--- src/hw/vssm_pkg.sv ---
// constants shared by the sync status monitor and its per-pin input monitor
// assumes a single 10 MHz reference clock and a simple byte-wide register port
`default_nettype none

package vssm_pkg;

    // register byte addresses
    localparam logic [7:0] OFF_SYNC_PROC_CONTROL = 8'h20;
    localparam logic [7:0] OFF_RESERVED_DEFAULT_A = 8'h21;
    localparam logic [7:0] OFF_RESERVED_DEFAULT_B = 8'h22;
    localparam logic [7:0] OFF_SYNC_WINDOW_WIDTH = 8'h23;
    localparam logic [7:0] OFF_INPUT_ACTIVITY_STATUS = 8'h24;
    localparam logic [7:0] OFF_INPUT_POLARITY_STATUS = 8'h25;
    localparam logic [7:0] OFF_LINES_PER_FRAME_HIGH = 8'h26;
    localparam logic [7:0] OFF_LINES_PER_FRAME_LOW = 8'h27;
    localparam logic [7:0] OFF_TEST_REG_ONE = 8'h28;
    localparam logic [7:0] OFF_TEST_REG_TWO = 8'h29;
    localparam logic [7:0] OFF_TEST_REG_THREE = 8'h2A;

    // control byte fields
    localparam int BIT_FIELD_POLARITY = 3;
    localparam int BIT_PLL_FILTER_SEL = 2;
    localparam int BIT_SYNC_PROC_SRC = 1;

    // reset values
    localparam logic [7:0] RESET_SYNC_PROC_CONTROL = 8'h08;
    localparam logic [7:0] RESET_RESERVED_DEFAULT_A = 8'h00;
    localparam logic [7:0] RESET_RESERVED_DEFAULT_B = 8'h00;
    localparam logic [7:0] RESET_SYNC_WINDOW_WIDTH = 8'h0A;
    localparam logic [7:0] RESET_TEST_REG_ONE = 8'h00;
    localparam logic [7:0] RESET_TEST_REG_TWO = 8'h00;
    localparam logic [7:0] VALUE_TEST_REG_THREE = 8'h00;
    localparam logic [7:0] VALUE_UNMAPPED = 8'h00;

    // monitored pin index, equal to its activity status bit position
    localparam logic [2:0] IDX_LINE_0 = 3'h7;
    localparam logic [2:0] IDX_LINE_1 = 3'h6;
    localparam logic [2:0] IDX_FRAME_0 = 3'h5;
    localparam logic [2:0] IDX_FRAME_1 = 3'h4;
    localparam logic [2:0] IDX_GREEN_0 = 3'h3;
    localparam logic [2:0] IDX_GREEN_1 = 3'h2;
    localparam logic [2:0] IDX_HOLDOVER = 3'h1;
    localparam logic [2:0] IDX_CLAMP = 3'h0;

    // timing
    localparam int CLK_PERIOD_NS = 100;
    localparam int WIN_STEP_NS = 25;
    localparam int ACT_TIMEOUT_MS = 40;
    localparam int ACT_TIMEOUT_CYC = ACT_TIMEOUT_MS * 1000000 / CLK_PERIOD_NS;
    localparam int REGEN_PULSE_NS = 500;
    localparam int REGEN_PULSE_CYC = (REGEN_PULSE_NS + CLK_PERIOD_NS - 1) / CLK_PERIOD_NS;
    localparam logic [2:0] MISS_LIMIT = 3'h4;

    // line regenerator lock state
    typedef enum logic {
        VSSM_SEEK = 1'b0,
        VSSM_LOCKED = 1'b1
    } vssm_lock_t;

endpackage

`default_nettype wire

--- src/hw/vssm_sync_status.sv ---
// sync processing control, regenerated line sync, status and line counting
// assumes pins arrive asynchronously and the host uses the byte register port
`default_nettype none

// Overview of operation
// RL1: field polarity bit resets 1, inverts field output
// RL2: pll filter bit resets 0, selects raw/filtered
// RL3: source bit picks raw or regenerated for processing
// RL4: host keeps reserved bytes at their defaults
// RL5: window width in 25 ns steps rejects extraneous
// RL6: window width resets to ten, plus minus 250ns
// RL7: activity bits for line, frame, green inputs
// RL8: holdover pin activity bit, either function
// RL9: clamp input activity bit
// RL10: polarity bits for sync, holdover, clamp inputs
// RL11: extraneous pulse flag from line filter
// RL12: twelve-bit lines per frame over two bytes
// RL13: host writes first test register with BF
// RL14: host writes second test register with 00
// RL15: third test register reads fixed, ignores writes
// RL16: count captured at each frame sync edge
// RL17: status bytes read-only, continuously updated
module vssm_sync_status #(
    parameter int ACT_TIMEOUT_CYC = vssm_pkg::ACT_TIMEOUT_CYC
) (
    input wire logic ref_clk,
    input wire logic reset,
    input wire logic line_sync_input_0,
    input wire logic line_sync_input_1,
    input wire logic frame_sync_input_0,
    input wire logic frame_sync_input_1,
    input wire logic green_sync_input_0,
    input wire logic green_sync_input_1,
    input wire logic ext_clock_holdover_pin,
    input wire logic clamp_input,
    input wire logic input_sel,
    input wire logic sync_on_green_sel,
    input wire logic [7:0] reg_addr,
    input wire logic reg_write,
    input wire logic [7:0] reg_wdata,
    output logic [7:0] reg_rdata,
    output logic pll_sync_out,
    output logic regen_line_sync,
    output logic field_out
);

    logic [7:0] pins;
    logic [7:0] pin_lvl, pin_rise, pin_fall, pin_act, pin_pol;
    logic [7:0] ctrl_q, rsv_a_q, rsv_b_q, win_q, test_one_q, test_two_q;
    logic [2:0] line_idx, frame_idx;
    logic line_pol, raw_lvl, line_lead, line_trail, frame_lead, coast_on;
    logic [15:0] win_cyc, line_cnt_q, period_q, since_sp_q;
    logic in_win, late, accept, extra, fly, regen_edge, sp_edge;
    vssm_pkg::vssm_lock_t state_q;
    logic [2:0] miss_q;
    logic [2:0] regen_cnt_q;
    logic pass_q, odd_q, extra_seen_q, extra_stat_q;
    logic [11:0] hs_cnt_q, lines_q;

    // window half-width in clock cycles, rounded up to whole cycles
    function automatic logic [15:0] win_cycles(input logic [7:0] width);
        int ns;
        ns = int'(width) * vssm_pkg::WIN_STEP_NS;
        return 16'((ns + vssm_pkg::CLK_PERIOD_NS - 1) / vssm_pkg::CLK_PERIOD_NS);
    endfunction

    // leading edge of a sync is its move into the active level
    function automatic logic lead_edge(input logic pol, input logic r, input logic f);
        return pol ? r : f;
    endfunction

    // pin order matches the activity status bit order
    assign pins = {line_sync_input_0, line_sync_input_1, frame_sync_input_0,
                   frame_sync_input_1, green_sync_input_0, green_sync_input_1,
                   ext_clock_holdover_pin, clamp_input};

    genvar gi;
    generate
        for (gi = 0; gi < 8; gi++)
        begin : g_mon
            vssm_input_monitor #(
                .TIMEOUT_CYC(ACT_TIMEOUT_CYC)
            ) u_mon (
                .ref_clk(ref_clk),
                .reset(reset),
                .pin(pins[gi]),
                .level(pin_lvl[gi]),
                .rise(pin_rise[gi]),
                .fall(pin_fall[gi]),
                .active(pin_act[gi]),
                .polarity(pin_pol[gi])
            );
        end
    endgenerate

    // active input choice; green sync is taken as negative going
    always_comb
    begin
        if (sync_on_green_sel)
            line_idx = input_sel ? vssm_pkg::IDX_GREEN_1 : vssm_pkg::IDX_GREEN_0;
        else
            line_idx = input_sel ? vssm_pkg::IDX_LINE_1 : vssm_pkg::IDX_LINE_0;
        frame_idx = input_sel ? vssm_pkg::IDX_FRAME_1 : vssm_pkg::IDX_FRAME_0;
        line_pol = sync_on_green_sel ? 1'b0 : pin_pol[line_idx];
        raw_lvl = pin_lvl[line_idx];
        line_lead = lead_edge(line_pol, pin_rise[line_idx], pin_fall[line_idx]);
        line_trail = lead_edge(!line_pol, pin_rise[line_idx], pin_fall[line_idx]);
        frame_lead = lead_edge(pin_pol[frame_idx], pin_rise[frame_idx], pin_fall[frame_idx]);
        coast_on = pin_act[vssm_pkg::IDX_HOLDOVER] &&
                   (pin_lvl[vssm_pkg::IDX_HOLDOVER] == pin_pol[vssm_pkg::IDX_HOLDOVER]);
    end

    // acceptance window around the predicted leading edge
    always_comb
    begin
        win_cyc = win_cycles(win_q); // RL5
        in_win = ({1'b0, line_cnt_q} + {1'b0, win_cyc} >= {1'b0, period_q}) &&
                 ({1'b0, line_cnt_q} <= {1'b0, period_q} + {1'b0, win_cyc}); // RL5
        late = ({1'b0, line_cnt_q} > {1'b0, period_q} + {1'b0, win_cyc});
        accept = line_lead && ((state_q == vssm_pkg::VSSM_SEEK) || in_win);
        extra = line_lead && (state_q == vssm_pkg::VSSM_LOCKED) && !in_win && !coast_on; // RL11
        fly = (state_q == vssm_pkg::VSSM_LOCKED) && late && !accept;
        regen_edge = accept || fly;
        sp_edge = ctrl_q[vssm_pkg::BIT_SYNC_PROC_SRC] ? regen_edge : line_lead; // RL3
    end

    // register writes; status, count and third test bytes take none
    always_ff @(posedge ref_clk)
    begin
        if (reset)
        begin
            ctrl_q <= vssm_pkg::RESET_SYNC_PROC_CONTROL; // RL1 RL2
            rsv_a_q <= vssm_pkg::RESET_RESERVED_DEFAULT_A;
            rsv_b_q <= vssm_pkg::RESET_RESERVED_DEFAULT_B;
            win_q <= vssm_pkg::RESET_SYNC_WINDOW_WIDTH; // RL6
            test_one_q <= vssm_pkg::RESET_TEST_REG_ONE;
            test_two_q <= vssm_pkg::RESET_TEST_REG_TWO;
        end
        else if (reg_write)
        begin
            if (reg_addr == vssm_pkg::OFF_SYNC_PROC_CONTROL)
                ctrl_q <= reg_wdata;
            else if (reg_addr == vssm_pkg::OFF_RESERVED_DEFAULT_A)
                rsv_a_q <= reg_wdata;
            else if (reg_addr == vssm_pkg::OFF_RESERVED_DEFAULT_B)
                rsv_b_q <= reg_wdata;
            else if (reg_addr == vssm_pkg::OFF_SYNC_WINDOW_WIDTH)
                win_q <= reg_wdata;
            else if (reg_addr == vssm_pkg::OFF_TEST_REG_ONE)
                test_one_q <= reg_wdata;
            else if (reg_addr == vssm_pkg::OFF_TEST_REG_TWO)
                test_two_q <= reg_wdata;
        end
    end

    // read data one cycle after the address; status bytes are live
    always_ff @(posedge ref_clk)
    begin
        if (reset)
            reg_rdata <= vssm_pkg::VALUE_UNMAPPED;
        else if (reg_addr == vssm_pkg::OFF_SYNC_PROC_CONTROL)
            reg_rdata <= ctrl_q;
        else if (reg_addr == vssm_pkg::OFF_RESERVED_DEFAULT_A)
            reg_rdata <= rsv_a_q;
        else if (reg_addr == vssm_pkg::OFF_RESERVED_DEFAULT_B)
            reg_rdata <= rsv_b_q;
        else if (reg_addr == vssm_pkg::OFF_SYNC_WINDOW_WIDTH)
            reg_rdata <= win_q;
        else if (reg_addr == vssm_pkg::OFF_INPUT_ACTIVITY_STATUS)
            reg_rdata <= pin_act; // RL7 RL8 RL9 RL17
        else if (reg_addr == vssm_pkg::OFF_INPUT_POLARITY_STATUS)
            reg_rdata <= {pin_pol[7:4], pin_pol[vssm_pkg::IDX_HOLDOVER],
                          pin_pol[vssm_pkg::IDX_CLAMP], extra_stat_q, 1'b0}; // RL10 RL11 RL17
        else if (reg_addr == vssm_pkg::OFF_LINES_PER_FRAME_HIGH)
            reg_rdata <= lines_q[11:4]; // RL12
        else if (reg_addr == vssm_pkg::OFF_LINES_PER_FRAME_LOW)
            reg_rdata <= {lines_q[3:0], 4'h0}; // RL12
        else if (reg_addr == vssm_pkg::OFF_TEST_REG_ONE)
            reg_rdata <= test_one_q;
        else if (reg_addr == vssm_pkg::OFF_TEST_REG_TWO)
            reg_rdata <= test_two_q;
        else if (reg_addr == vssm_pkg::OFF_TEST_REG_THREE)
            reg_rdata <= vssm_pkg::VALUE_TEST_REG_THREE; // RL15
        else
            reg_rdata <= vssm_pkg::VALUE_UNMAPPED;
    end

    // lock tracking; while locked, holdover freezes the period so a gap does not retrain it
    always_ff @(posedge ref_clk)
    begin
        if (reset)
        begin
            state_q <= vssm_pkg::VSSM_SEEK;
            period_q <= 16'h0000;
            miss_q <= 3'h0;
        end
        else
        begin
            case (state_q)
                vssm_pkg::VSSM_SEEK:
                begin
                    miss_q <= 3'h0;
                    if (line_lead && line_cnt_q != 16'h0000)
                    begin
                        period_q <= line_cnt_q;
                        state_q <= vssm_pkg::VSSM_LOCKED;
                    end
                end
                vssm_pkg::VSSM_LOCKED:
                begin
                    if (!pin_act[line_idx] || miss_q >= vssm_pkg::MISS_LIMIT)
                        state_q <= vssm_pkg::VSSM_SEEK;
                    if (accept)
                    begin
                        miss_q <= 3'h0;
                        if (!coast_on)
                            period_q <= line_cnt_q;
                    end
                    else if (fly && !coast_on)
                        miss_q <= miss_q + 3'h1;
                end
                default: state_q <= vssm_pkg::VSSM_SEEK;
            endcase
        end
    end

    // cycles since the last regenerated edge, saturating
    always_ff @(posedge ref_clk)
    begin
        if (reset)
            line_cnt_q <= 16'h0000;
        else if (regen_edge)
            line_cnt_q <= 16'h0000;
        else if (line_cnt_q != 16'hFFFF)
            line_cnt_q <= line_cnt_q + 16'h0001;
    end

    // fixed-width regenerated pulse and the gate that forms the filtered sync
    always_ff @(posedge ref_clk)
    begin
        if (reset)
        begin
            regen_cnt_q <= 3'h0;
            regen_line_sync <= 1'b0;
            pass_q <= 1'b0;
            pll_sync_out <= 1'b0;
        end
        else
        begin
            if (regen_edge)
                regen_cnt_q <= 3'(vssm_pkg::REGEN_PULSE_CYC);
            else if (regen_cnt_q != 3'h0)
                regen_cnt_q <= regen_cnt_q - 3'h1;
            regen_line_sync <= regen_edge || (regen_cnt_q > 3'h1);
            if (accept)
                pass_q <= 1'b1;
            else if (line_trail)
                pass_q <= 1'b0;
            // rejected pulses show as the idle level on the filtered path
            if (ctrl_q[vssm_pkg::BIT_PLL_FILTER_SEL])
                pll_sync_out <= (pass_q || accept) ? raw_lvl : !line_pol; // RL2
            else
                pll_sync_out <= raw_lvl; // RL2
        end
    end

    // lines per frame: the running count is latched at each frame leading edge
    always_ff @(posedge ref_clk)
    begin
        if (reset)
        begin
            hs_cnt_q <= 12'h000;
            lines_q <= 12'h000;
        end
        else if (frame_lead)
        begin
            lines_q <= hs_cnt_q; // RL16 RL12
            hs_cnt_q <= sp_edge ? 12'h001 : 12'h000;
        end
        else if (sp_edge && hs_cnt_q != 12'hFFF)
            hs_cnt_q <= hs_cnt_q + 12'h001; // RL3
    end

    // field parity from where the frame edge falls within the line
    always_ff @(posedge ref_clk)
    begin
        if (reset)
        begin
            since_sp_q <= 16'h0000;
            odd_q <= 1'b0;
            field_out <= 1'b0;
        end
        else
        begin
            if (sp_edge)
                since_sp_q <= 16'h0000;
            else if (since_sp_q != 16'hFFFF)
                since_sp_q <= since_sp_q + 16'h0001;
            if (frame_lead)
                odd_q <= (since_sp_q > (period_q >> 1)); // RL3
            field_out <= odd_q ^ ctrl_q[vssm_pkg::BIT_FIELD_POLARITY]; // RL1
        end
    end

    // extraneous flag shows whether the last whole frame held any; set wins
    always_ff @(posedge ref_clk)
    begin
        if (reset)
        begin
            extra_seen_q <= 1'b0;
            extra_stat_q <= 1'b0;
        end
        else if (frame_lead)
        begin
            extra_stat_q <= extra_seen_q || extra; // RL11
            extra_seen_q <= extra;
        end
        else if (extra)
            extra_seen_q <= 1'b1; // RL11
    end
endmodule

`default_nettype wire

--- src/hw/vssm_input_monitor.sv ---
// one monitored sync pin: synchroniser, edge pulses, activity and polarity
// assumes an asynchronous pin and a synchronous active-high reset
`default_nettype none

module vssm_input_monitor #(
    parameter int TIMEOUT_CYC = vssm_pkg::ACT_TIMEOUT_CYC
) (
    input wire logic ref_clk,
    input wire logic reset,
    input wire logic pin,
    output logic level,
    output logic rise,
    output logic fall,
    output logic active,
    output logic polarity
);

    logic s1_q, s2_q, s3_q;
    logic [19:0] run_q;
    logic [19:0] high_len_q;
    logic [19:0] low_len_q;
    logic seen_q;
    logic primed_q;
    logic change;

    // three stages; a change counts only once the last two agree
    always_ff @(posedge ref_clk)
    begin
        s1_q <= pin;
        s2_q <= s1_q;
        s3_q <= s2_q;
    end

    assign change = (s2_q == s3_q) && (s3_q != level);

    // filtered level with one-cycle edge pulses; the first settled level after reset
    // is taken silently, so an idle-high pin does not show a false edge
    always_ff @(posedge ref_clk)
    begin
        if (reset)
        begin
            level <= 1'b0;
            rise <= 1'b0;
            fall <= 1'b0;
            primed_q <= 1'b0;
        end
        else if (!primed_q)
        begin
            rise <= 1'b0;
            fall <= 1'b0;
            if (s2_q == s3_q)
            begin
                level <= s3_q;
                primed_q <= 1'b1;
            end
        end
        else
        begin
            rise <= change && s3_q;
            fall <= change && !s3_q;
            if (change)
                level <= s3_q;
        end
    end

    // run length since the last edge, saturating so a stuck pin never wraps
    always_ff @(posedge ref_clk)
    begin
        if (reset)
        begin
            run_q <= 20'h00000;
            high_len_q <= 20'h00000;
            low_len_q <= 20'h00000;
            seen_q <= 1'b0;
        end
        else if (rise || fall)
        begin
            run_q <= 20'h00000;
            seen_q <= 1'b1;
            if (rise)
                low_len_q <= run_q;
            else
                high_len_q <= run_q;
        end
        else if (run_q != 20'hFFFFF)
        begin
            run_q <= run_q + 20'h00001;
        end
    end

    // toggling within the timeout is activity; a short high phase means positive
    always_ff @(posedge ref_clk)
    begin
        if (reset)
        begin
            active <= 1'b0;
            polarity <= 1'b0;
        end
        else
        begin
            active <= seen_q && (run_q < 20'(TIMEOUT_CYC));
            polarity <= (high_len_q < low_len_q);
        end
    end

endmodule

`default_nettype wire

--- config.mk ---
export PLATFORM = sky130hd
export DESIGN_NAME = vssm_sync_status
export DESIGN_NICKNAME = d
export VERILOG_FILES = /design/src/hw/vssm_pkg.sv /design/src/hw/vssm_sync_status.sv /design/src/hw/vssm_input_monitor.sv
export SDC_FILE = /design/constraint.sdc
export NUM_CORES = 1
export LEC_CHECK = 0
export BUFFER_PORTS_ARGS = -buffer_cell sky130_fd_sc_hd__buf_2
export CAP_MARGIN = 20
export CORE_ASPECT_RATIO = 1.1
export CORE_MARGIN = 2
export CORE_UTILIZATION = 52
export DETAILED_ROUTE_END_ITERATION = 12
export PLACE_DENSITY = 0.7
export SLEW_MARGIN = 20
export SYNTH_ARGS = -nofsm -noshare
export SYNTH_HDL_FRONTEND = slang
export SYNTH_SLANG_ARGS = --single-unit
--- constraint.sdc ---
create_clock -name ref_clk -period 12.57 [get_ports ref_clk]
set_clock_uncertainty 0.05 [all_clocks]
set_input_delay 1.257 -clock ref_clk [delete_from_list [all_inputs] [get_ports ref_clk]]
set_output_delay 1.257 -clock ref_clk [all_outputs]
set_load 0.05 [all_outputs]
==> After elaboration in Yosys (flattened, before gate mapping) <==
Index checks and enable logic that the tools add are counted.
W data, S select, Z words.
{ "op_classes": {"n_div": 1, "n_eq_ne": 50, "muxes": 96, "addsub": 17, "n_mul": 1, "n_lt_le_gt_ge": 24, "n_bitwise": 23, "n_reduce_logical": 133} }
{ "ops": {"columns": ["operator", "count"], "rows": [
  ["$add A20 B1 Y20 const B", 8],
  ["$lt A20 B19 Y1 const B", 8],
  ["$lt A20 B20 Y1", 8],
  ["$ne A20 B20 Y1 const B", 8],
  ["$eq A8 B6 Y1 const B", 10],
  ["$mux W8", 10],
  ["$mux W1", 65],
  ["$reduce_and A2 Y1", 25],
  ["$mux W16", 3],
  ["$logic_and A1 B1 Y1", 43],
  ["$reduce_or A2 Y1", 18],
  ["$add A16 B16 Y17", 2],
  ["$add A16 B1 Y16 const B", 2],
  ["$div A32 B8 Y32 const B", 1],
  ["$ne A16 B16 Y1 const B", 2],
  ["$pmux W16 S2", 1],
  ["$bmux W1 S3", 8],
  ["$mux W12", 2],
  ["$reduce_bool A2 Y1", 12],
  ["$not A1 Y1", 22],
  ["$ne A2 B2 Y1 const B", 10],
  ["$ge A17 B16 Y1", 1],
  ["$gt A16 B17 Y1", 1],
  ["$le A16 B17 Y1", 1],
  ["other kinds (28)", 74]
]} }
{ "totals": {"out_inout_bits": 11, "regBits": 702, "wordCells": 472, "inputBits": 29} }

==> Depth between registers and ports, before layout <==
Gate-level depths: netlist of run 1.
{ "depth": {"word_depth": 16, "ltp_mapped": 64, "mapped_depth_nobuf": 60} }

==> Cells and area by module <==
Synthesis of run 1 repeated with hierarchy kept, for this count alone.
{ "unflattened": {"cells_unflattened": 4420, "hier_area_um2": 36940.4} }
{ "by_module_without_submodules": {"columns": ["module", "seq_area_each_um2", "n_inst", "cells_each", "area_each_um2"], "rows": [
  ["vssm_input_monitor", 1401.3, 8, 377, 3214.3],
  ["vssm_sync_status", 2842.7, 1, 1404, 11225.8]
]} }

==> Least setup slack after synthesis of run 1 <==
Ideal clock, no wire load.
{ "synth_timing": {"path_type": "register to register", "startpoint": "register win_q[2]", "endpoint": "register period_q[10]", "synth_period_minus_slack_ps": 12815, "t_required_ps": 12392, "arrival_time_ps": 12638, "stages_incl_launch_ff": 62, "slack_ps": -245, "setup_time_ps": 128, "path_buffers": 4, "cell_sequence": "dfxtp_1 > inv_1 > ha_1 > fa_1 > inv_1 > ha_1 > ha_1 > buf_6 > a21oi_4 > nand2_2 > mux2_4 > a221oi_4 > a21oi_1 > nor2_1 > ha_1 > nand2b_1 > nor3_1 > nor2_1 > [26 not listed] > nand3_1 > xnor2_1 > ha_1 > a21o_1 > a21o_1 > a21oi_1 > o21ai_0 > a21o_1 > a21o_1 > a21oi_1 > a311o_1 > and3_1 > nand2b_1 > a21boi_0 > buf_1 > clkbuf_1 > mux2i_1 > nor2_1"} }
{ "synth_between": {"elab_chain_cells": 11, "elab_cells_between_ends": 13, "classes_between": "4 x add/sub; 1 x mul; 1 x div; 2 x order compare; 1 x eq/ne; 4 x reduce/logical"} }
{ "synth_rtl": {"columns": ["item", "line_no", "text"], "rows": [
  ["start, declared", "vssm_sync_status.sv:49", "logic [7:0] ctrl_q, rsv_a_q, rsv_b_q, win_q, test_one_q, test_two_q;"],
  ["start signal, assigned", "vssm_sync_status.sv:135", "win_q <= vssm_pkg::RESET_SYNC_WINDOW_WIDTH;"],
  ["start signal, assigned", "vssm_sync_status.sv:148", "win_q <= reg_wdata;"],
  ["$mul A8 B5 Y13 *", "vssm_sync_status.sv:63", "ns = int'(width) * vssm_pkg::WIN_STEP_NS;"],
  ["$add A13 B7 Y14 *", "vssm_sync_status.sv:64", "return 16'((ns + vssm_pkg::CLK_PERIOD_NS - 1) / vssm_pkg::CLK_PERIOD_NS);"],
  ["$sub A14 B1 Y15 *", "vssm_sync_status.sv:64", null],
  ["$div A32 B8 Y32 *", "vssm_sync_status.sv:64", null],
  ["$add A16 B16 Y17, on equally long branches", "vssm_sync_status.sv:117, vssm_sync_status.sv:118", null],
  ["$ge A17 B16 Y1 or $le A16 B17 Y1 (tied branches)", "vssm_sync_status.sv:117, vssm_sync_status.sv:118", null],
  ["$logic_and A1 B1 Y1 *", "vssm_sync_status.sv:117", "in_win = ({1'b0, line_cnt_q} + {1'b0, win_cyc} >= {1'b0, period_q}) &&"],
  ["$logic_or A1 B1 Y1 *", "vssm_sync_status.sv:120", "accept = line_lead && ((state_q == vssm_pkg::VSSM_SEEK) || in_win);"],
  ["$logic_and A1 B1 Y1 *", "vssm_sync_status.sv:120", null],
  ["$ne A2 B2 Y1 (no source line) *", null, null],
  ["$reduce_and A3 Y1 (no source line) *", null, null],
  ["end signal, assigned", "vssm_sync_status.sv:205", "period_q <= line_cnt_q;"],
  ["end signal, assigned", "vssm_sync_status.sv:217", "period_q <= line_cnt_q;"],
  ["end, declared", "vssm_sync_status.sv:52", "logic [15:0] win_cyc, line_cnt_q, period_q, since_sp_q;"]
]} }
Mark *: on every way between the ends. The rest lies on a longest branch, timed or not.
A chain may end at the register's enable or synchronous reset.

==> Worst setup path in the final report of run 1 <==
{ "layout_timing": {"startpoint": "register win_q[2]", "endpoint": "register period_q[15]"} }
Same word-level chain as after synthesis.

==> impl_metrics.ini, run 1 <==
[cts]
numClockSinks = 620
clkTransAtPathRegs_ns = 0.06
cts_made_buffers = 61
clock_latency_ns = 0.62
cts_tree = done
clockBufferDepth = 3
cts-root-buf = clkbuf_16
cts_max_level = 2
hold_buffers = 0

[routing]
vias = 25000
viasPerCell = 5.46
drt_wl_total_um = 67600
drtPass1Iterations = 6
drt_iter0_drc = 1556
ant_nets = 0
avgRoutedWirePerCell_um = 14.7
drcViolationCount = 0

[timing]
worst_pin_slew_ns = 1.06
hold_slack_ns = 0.275
fin_crit_sh = 0.963
setup_viol = 0
hold_viol_final = 0
period_minus_slack_ns = 12.11
slew_headroom = 0.294
report.final.slew_viol_count = 0
fmax_mhz = 82.6

[synth]
ys_warn_count = 0
syn-instance-count = 3691
synth-seq-cells = 620
synth_top_family_by_area = simple AND/OR/NAND/NOR gates
synth_compound_area_frac = 0.136
synthArstFlopShare = 0
synth-adder-area-share = 0.0949
yosysUniqueCellTypes = 106
muxShareOfSynthArea = 0.0762
synth_edf_count = 0
syn_nets = 3954
yosysSeqAreaShare = 0.391
synth_top_flop_cell = dfxtp_1
synthXorXnorAreaFrac = 0.0567
synth_area_um2 = 31800
yosys.area_share.simple = 0.201
avgSynthCellArea_um2 = 8.60

[pwr]
pwr-share-clk = 0.473
power_frac_comb = 0.047
p_int_mw = 3.28
cellPowerDensity_nw_per_um2 = 118
seqPwrFrac = 0.480
p_leak_nw = 13.3
max-vdd-ir-drop_mv = 0.105
switching_share = 0.220
power_switching_uw = 926

[global_route]
antenna_found_initial = 2
gr-usage-all-layers = 0.211
overflow = 0
grt_first_pass_wirelength_um = 113000
grt_max_degree = 124
grt_pass1_vias = 23400

[worst_setup_path]
cp.required_ns = 13.00
max_stage_delay_ns = 0.54
crit_slowest_cell = or4_1
crit_path_end_kind = register
crit_type = reg2reg
start_kind = register
reg2reg_slack_ns = 0.46
crit_fanout = 11
arrival_ns = 12.54
cp_common_cell = a21o_1

[finish]
synthToLayoutAreaGrowth_pct = 12.3
finalNetCount = 3973
layout_common_cells = dfxtp_1 (619), nor2_1 (490), nand2_1 (402), a21oi_1 (244), ha_1 (221)
utilization = 0.587
final_common_cell = dfxtp_1
drive_above_1_share = 0.100
multi_input_area_um2 = 18300
ff_latch_area_um2 = 12400
fill_cells = 5400

[die]
start_util = 0.523
die_x_um = 240
die_area_um2 = 63100
ios = 40
die_h_um = 263
rows = 95
fp.coreArea_um2 = 60700

[status]
status = finished, final reports clean

[placed_design]
io_buffers = 39
dpl.hpwl_um = 46800
gp_congestion = 0.927

[flow_run]
maxCapViolations = 0

[hold_path]
hold_class = reg2reg
==> state kept, by name, summed over array words and instances (netlist names), 12 cells and up <==
register	cells
g_mon.u_mon.run_q	160
g_mon.u_mon.high_len_q	120
g_mon.u_mon.low_len_q	120
line_cnt_q	16
period_q	16
since_sp_q	16
hs_cnt_q	12
lines_q	12
==> kinds of logic after synthesis <==
kind of cell               after synthesis
muxes                                  234
buffers and inverters                  365
and+or+nand+nor                       1384
adders and majority gates              238
DFF                                    620
xor gates and xnor gates               203
AOI/OAI and AO/OA                      647
==> critical path, delay by kind of cell (launching register included) <==
family / cells / cell delay, ns
compound gates: 30 / 5.26
simple gates: 11 / 1.95
buf+inv: 7 / 0.73
flops: 1 / 0.33
fa+ha+maj: 9 / 2.76
mux: 3 / 0.71
xor+xnor: 1 / 0.14
==> timing repair <==
item | CTS | global route
buffers inserted | 0 | 20
gates cloned | 0 | 1
endpoints found under the hold margin | 0 | 0
endpoints found under the setup margin | 14 | 71
resized for setup | 4 | 72
pin swaps | 1 | 38
==> worst paths after layout <==
path / start / end / depth (start not counted)
max: win_q[2] / period_q[15] / 61
min: g_mon[7].u_mon.s1_q / g_mon[7].u_mon.s2_q / 0
max reg2reg: win_q[2] / period_q[15] / 61
min reg2reg: g_mon[7].u_mon.s1_q / g_mon[7].u_mon.s2_q / 0
==> metrics by stage <==
stage / area [µm²] / worst slack (ns) / TNS [ns] / power [mW] / instances
floorplan: 31800 / 0.0632 / 0 / 2.21 / 3691
global placement: 32900 / 0.0294 / 0 / 2.26 / 4450
detailed placement: 32900 / -0.260 / -1.53 / 2.26 / 4450
CTS: 35100 / 0.0188 / 0 / 4.25 / 4564
global route: 35700 / -0.217 / -5.42 / 4.35 / 4585
finish: 35700 / 0.462 / 0 / 4.20 / 4588
==> synthesized netlist by cell type (38+ instances only) <==
cell type	number	area, µm²
nor2_1	493	1850
xnor2_1	97	850
o21ai_0	79	395
nand2_1	403	1510
xor2_1	103	902
nor3_1	82	410
inv_1	188	706
a21o_1	112	841
ha_1	228	2850
nand4_1	57	357
nand2b_1	38	238
dfxtp_1	620	12400
a21oi_1	253	1270
nand3_1	100	500
mux2i_1	216	2160
clkbuf_1	156	586
==> final cells by class <==
| cell class | instances | area share |
|---|---|---|
| antenna | 3 | 0.000210 |
| clock buffer | 77 | 0.0468 |
| clock inverter | 37 | 0.0154 |
| inverter | 188 | 0.0198 |
| multi-input combinational | 2706 | 0.514 |
| sequential | 620 | 0.348 |
| tap | 824 | 0.0289 |
| timing repair buffer | 133 | 0.0268 |
==> per-layer routing <==
metal  GRT usage  vias to the layer above  wire length, µm  share of wire
li1            -                    12800                -              -
met1       0.282                    11800            31500           0.47
met2       0.357                      378            31700           0.47
met3      0.0291                      110             2890          0.043
met4      0.0563                        4             1500          0.022
met5           0                        -               27        0.00040
==> power groups by stage <==
stage	logic (mW)	registers (mW)	clock network (mW)
floorplan	0.143	2.06	0
global placement	0.194	2.06	0
detailed placement	0.196	2.06	0
CTS	0.197	2.02	2.03
global route	0.222	2.02	2.11
finish	0.198	2.02	1.99
Note: power is estimated with default switching activity, not from simulation.
==> run 2: changes to the inputs <==
--- a/config.mk
+++ b/config.mk
@@ -8,7 +8,6 @@
 export BUFFER_PORTS_ARGS = -buffer_cell sky130_fd_sc_hd__buf_2
 export CAP_MARGIN = 20
 export CORE_ASPECT_RATIO = 1.1
-export CORE_MARGIN = 2
 export CORE_UTILIZATION = 52
 export DETAILED_ROUTE_END_ITERATION = 12
 export PLACE_DENSITY = 0.7
==> impl_metrics.ini, run 2 (synthesis results as in run 1) <==
[die]
rows = 94
start_util = 0.528
ios = 40
die_h_um = 261
die_x_um = 238
die_area_um2 = 62100
fp.coreArea_um2 = 60100

[timing]
report.final.slew_viol_count = 0
worst_pin_slew_ns = 1.03
slew_headroom = 0.309
hold_slack_ns = 0.274
fmax_mhz = 82.8
setup_viol = 0
hold_viol_final = 0
fin_crit_sh = 0.961
layout_setup_ws_ns = 0.495
fin_setup_tns_ns = 0
period_minus_slack_ns = 12.07

[flow_run]
maxCapViolations = 0

[placed_design]
dp_slack_ns = -0.242
gp_congestion = 0.917
dpl.hpwl_um = 46200
placed_area_um2 = 32700
io_buffers = 39

[cts]
clock_latency_ns = 0.60
cts_max_level = 3
hold_buffers = 0
numClockSinks = 620
cts_made_buffers = 66
cts-root-buf = clkbuf_16
clkTransAtPathRegs_ns = 0.06
cts_tree = done
clockBufferDepth = 3

[global_route]
grt_pass1_vias = 23300
gr-usage-all-layers = 0.215
grt_first_pass_wirelength_um = 113000
antenna_found_initial = 2
overflow = 0
grt_max_degree = 116

[routing]
viasPerCell = 5.49
vias = 25100
drtPass1Iterations = 5
ant_nets = 0
avgRoutedWirePerCell_um = 14.9
drt_wl_total_um = 68000
drt_iter0_drc = 1316
drcViolationCount = 0

[pwr]
p_leak_nw = 13.3
max-vdd-ir-drop_mv = 0.147
cellPowerDensity_nw_per_um2 = 118
p_total_mw = 4.19

[finish]
drive_above_1_share = 0.0969
regMostFlops = g_mon.u_mon.run_q
finalNetCount = 3969
layout_common_cells = dfxtp_1 (619), nor2_1 (491), nand2_1 (402), a21oi_1 (246), ha_1 (223)
finalInstanceArea_um2 = 35600
final_common_cell = dfxtp_1
fill_cells = 5357
largestRegisters = g_mon.u_mon.run_q (160), g_mon.u_mon.high_len_q (120), g_mon.u_mon.low_len_q (120)
synthToLayoutAreaGrowth_pct = 12.1
largest_reg_flops = 160
ff_latch_area_um2 = 12400
multi_input_area_um2 = 18400

[worst_setup_path]
crit_fanout = 8
crit_type = reg2reg
crit_slowest_cell = fa_1
r2r_start = win_q[2]
cp.required_ns = 12.99
start_kind = register
arrival_ns = 12.49
crit_path_end_kind = register
crit_start = win_q[2]
max_stage_delay_ns = 0.51

[status]
status = finished, final reports clean

[hold_path]
hold_class = reg2reg
min-delay-start = g_mon[5].u_mon.s1_q
run 2: layout make-up:
type,instances,share of cell area
diodes,3,0.000211
clock buffers,102,0.0553
clock inverters,15,0.00668
inverters,188,0.0198
multi-input cells,2707,0.516
flip-flops and latches,620,0.349
well taps,816,0.0287
repair buffers,123,0.0246
run 2: critical path, delay by kind of cell, from the launching register on:
family                     cells  cell delay (ns)
AOI/OAI and AO/OA             27             5.06
xor gates and xnor gates       1             0.15
adders and majority gates      9             2.89
buffers and inverters          6             0.79
DFF                            1             0.35
muxes                          4             0.92
and+or+nand+nor               13             1.72
run 2: stage by stage:
step / instances / utilization
after floorplan: 3691 / -
after global placement: 4421 / 0.544
after detailed placement: 4421 / 0.544
after CTS: 4545 / 0.582
after global routing: 4571 / 0.592
final: 4574 / 0.592
run 2: worst paths after layout:
kind,slack (ns),to,cells past startpoint
max,0.50,period_q[6],60
min reg2reg,0.27,g_mon[5].u_mon.s2_q,0
max reg2reg,0.50,period_q[6],60
min,0.27,g_mon[5].u_mon.s2_q,0
run 2: per-layer routing:
metal / global-route usage / vias to the layer above / routed length, µm
met2: 0.366 / 454 / 32000
li1: - / 12800 / -
met3: 0.0297 / 135 / 3090
met4: 0.0676 / 0 / 1590
met5: 0 / - / 0
met1: 0.283 / 11700 / 31300
run 2: power breakdown:
part / switching, mW / leakage [nW] / internal (mW)
registers: 0.0272 / 5.01 / 1.99
clock network: 0.789 / 1.08 / 1.19
logic: 0.118 / 7.22 / 0.0783
run 2: timing repair:
item / in CTS / in global routing
setup buffers: 7 / 24
cloned: 0 / 2
resized for setup: 5 / 82
hold endpoints to repair: 0 / 0
setup endpoints to repair: 61 / 71
pin swaps: 2 / 35
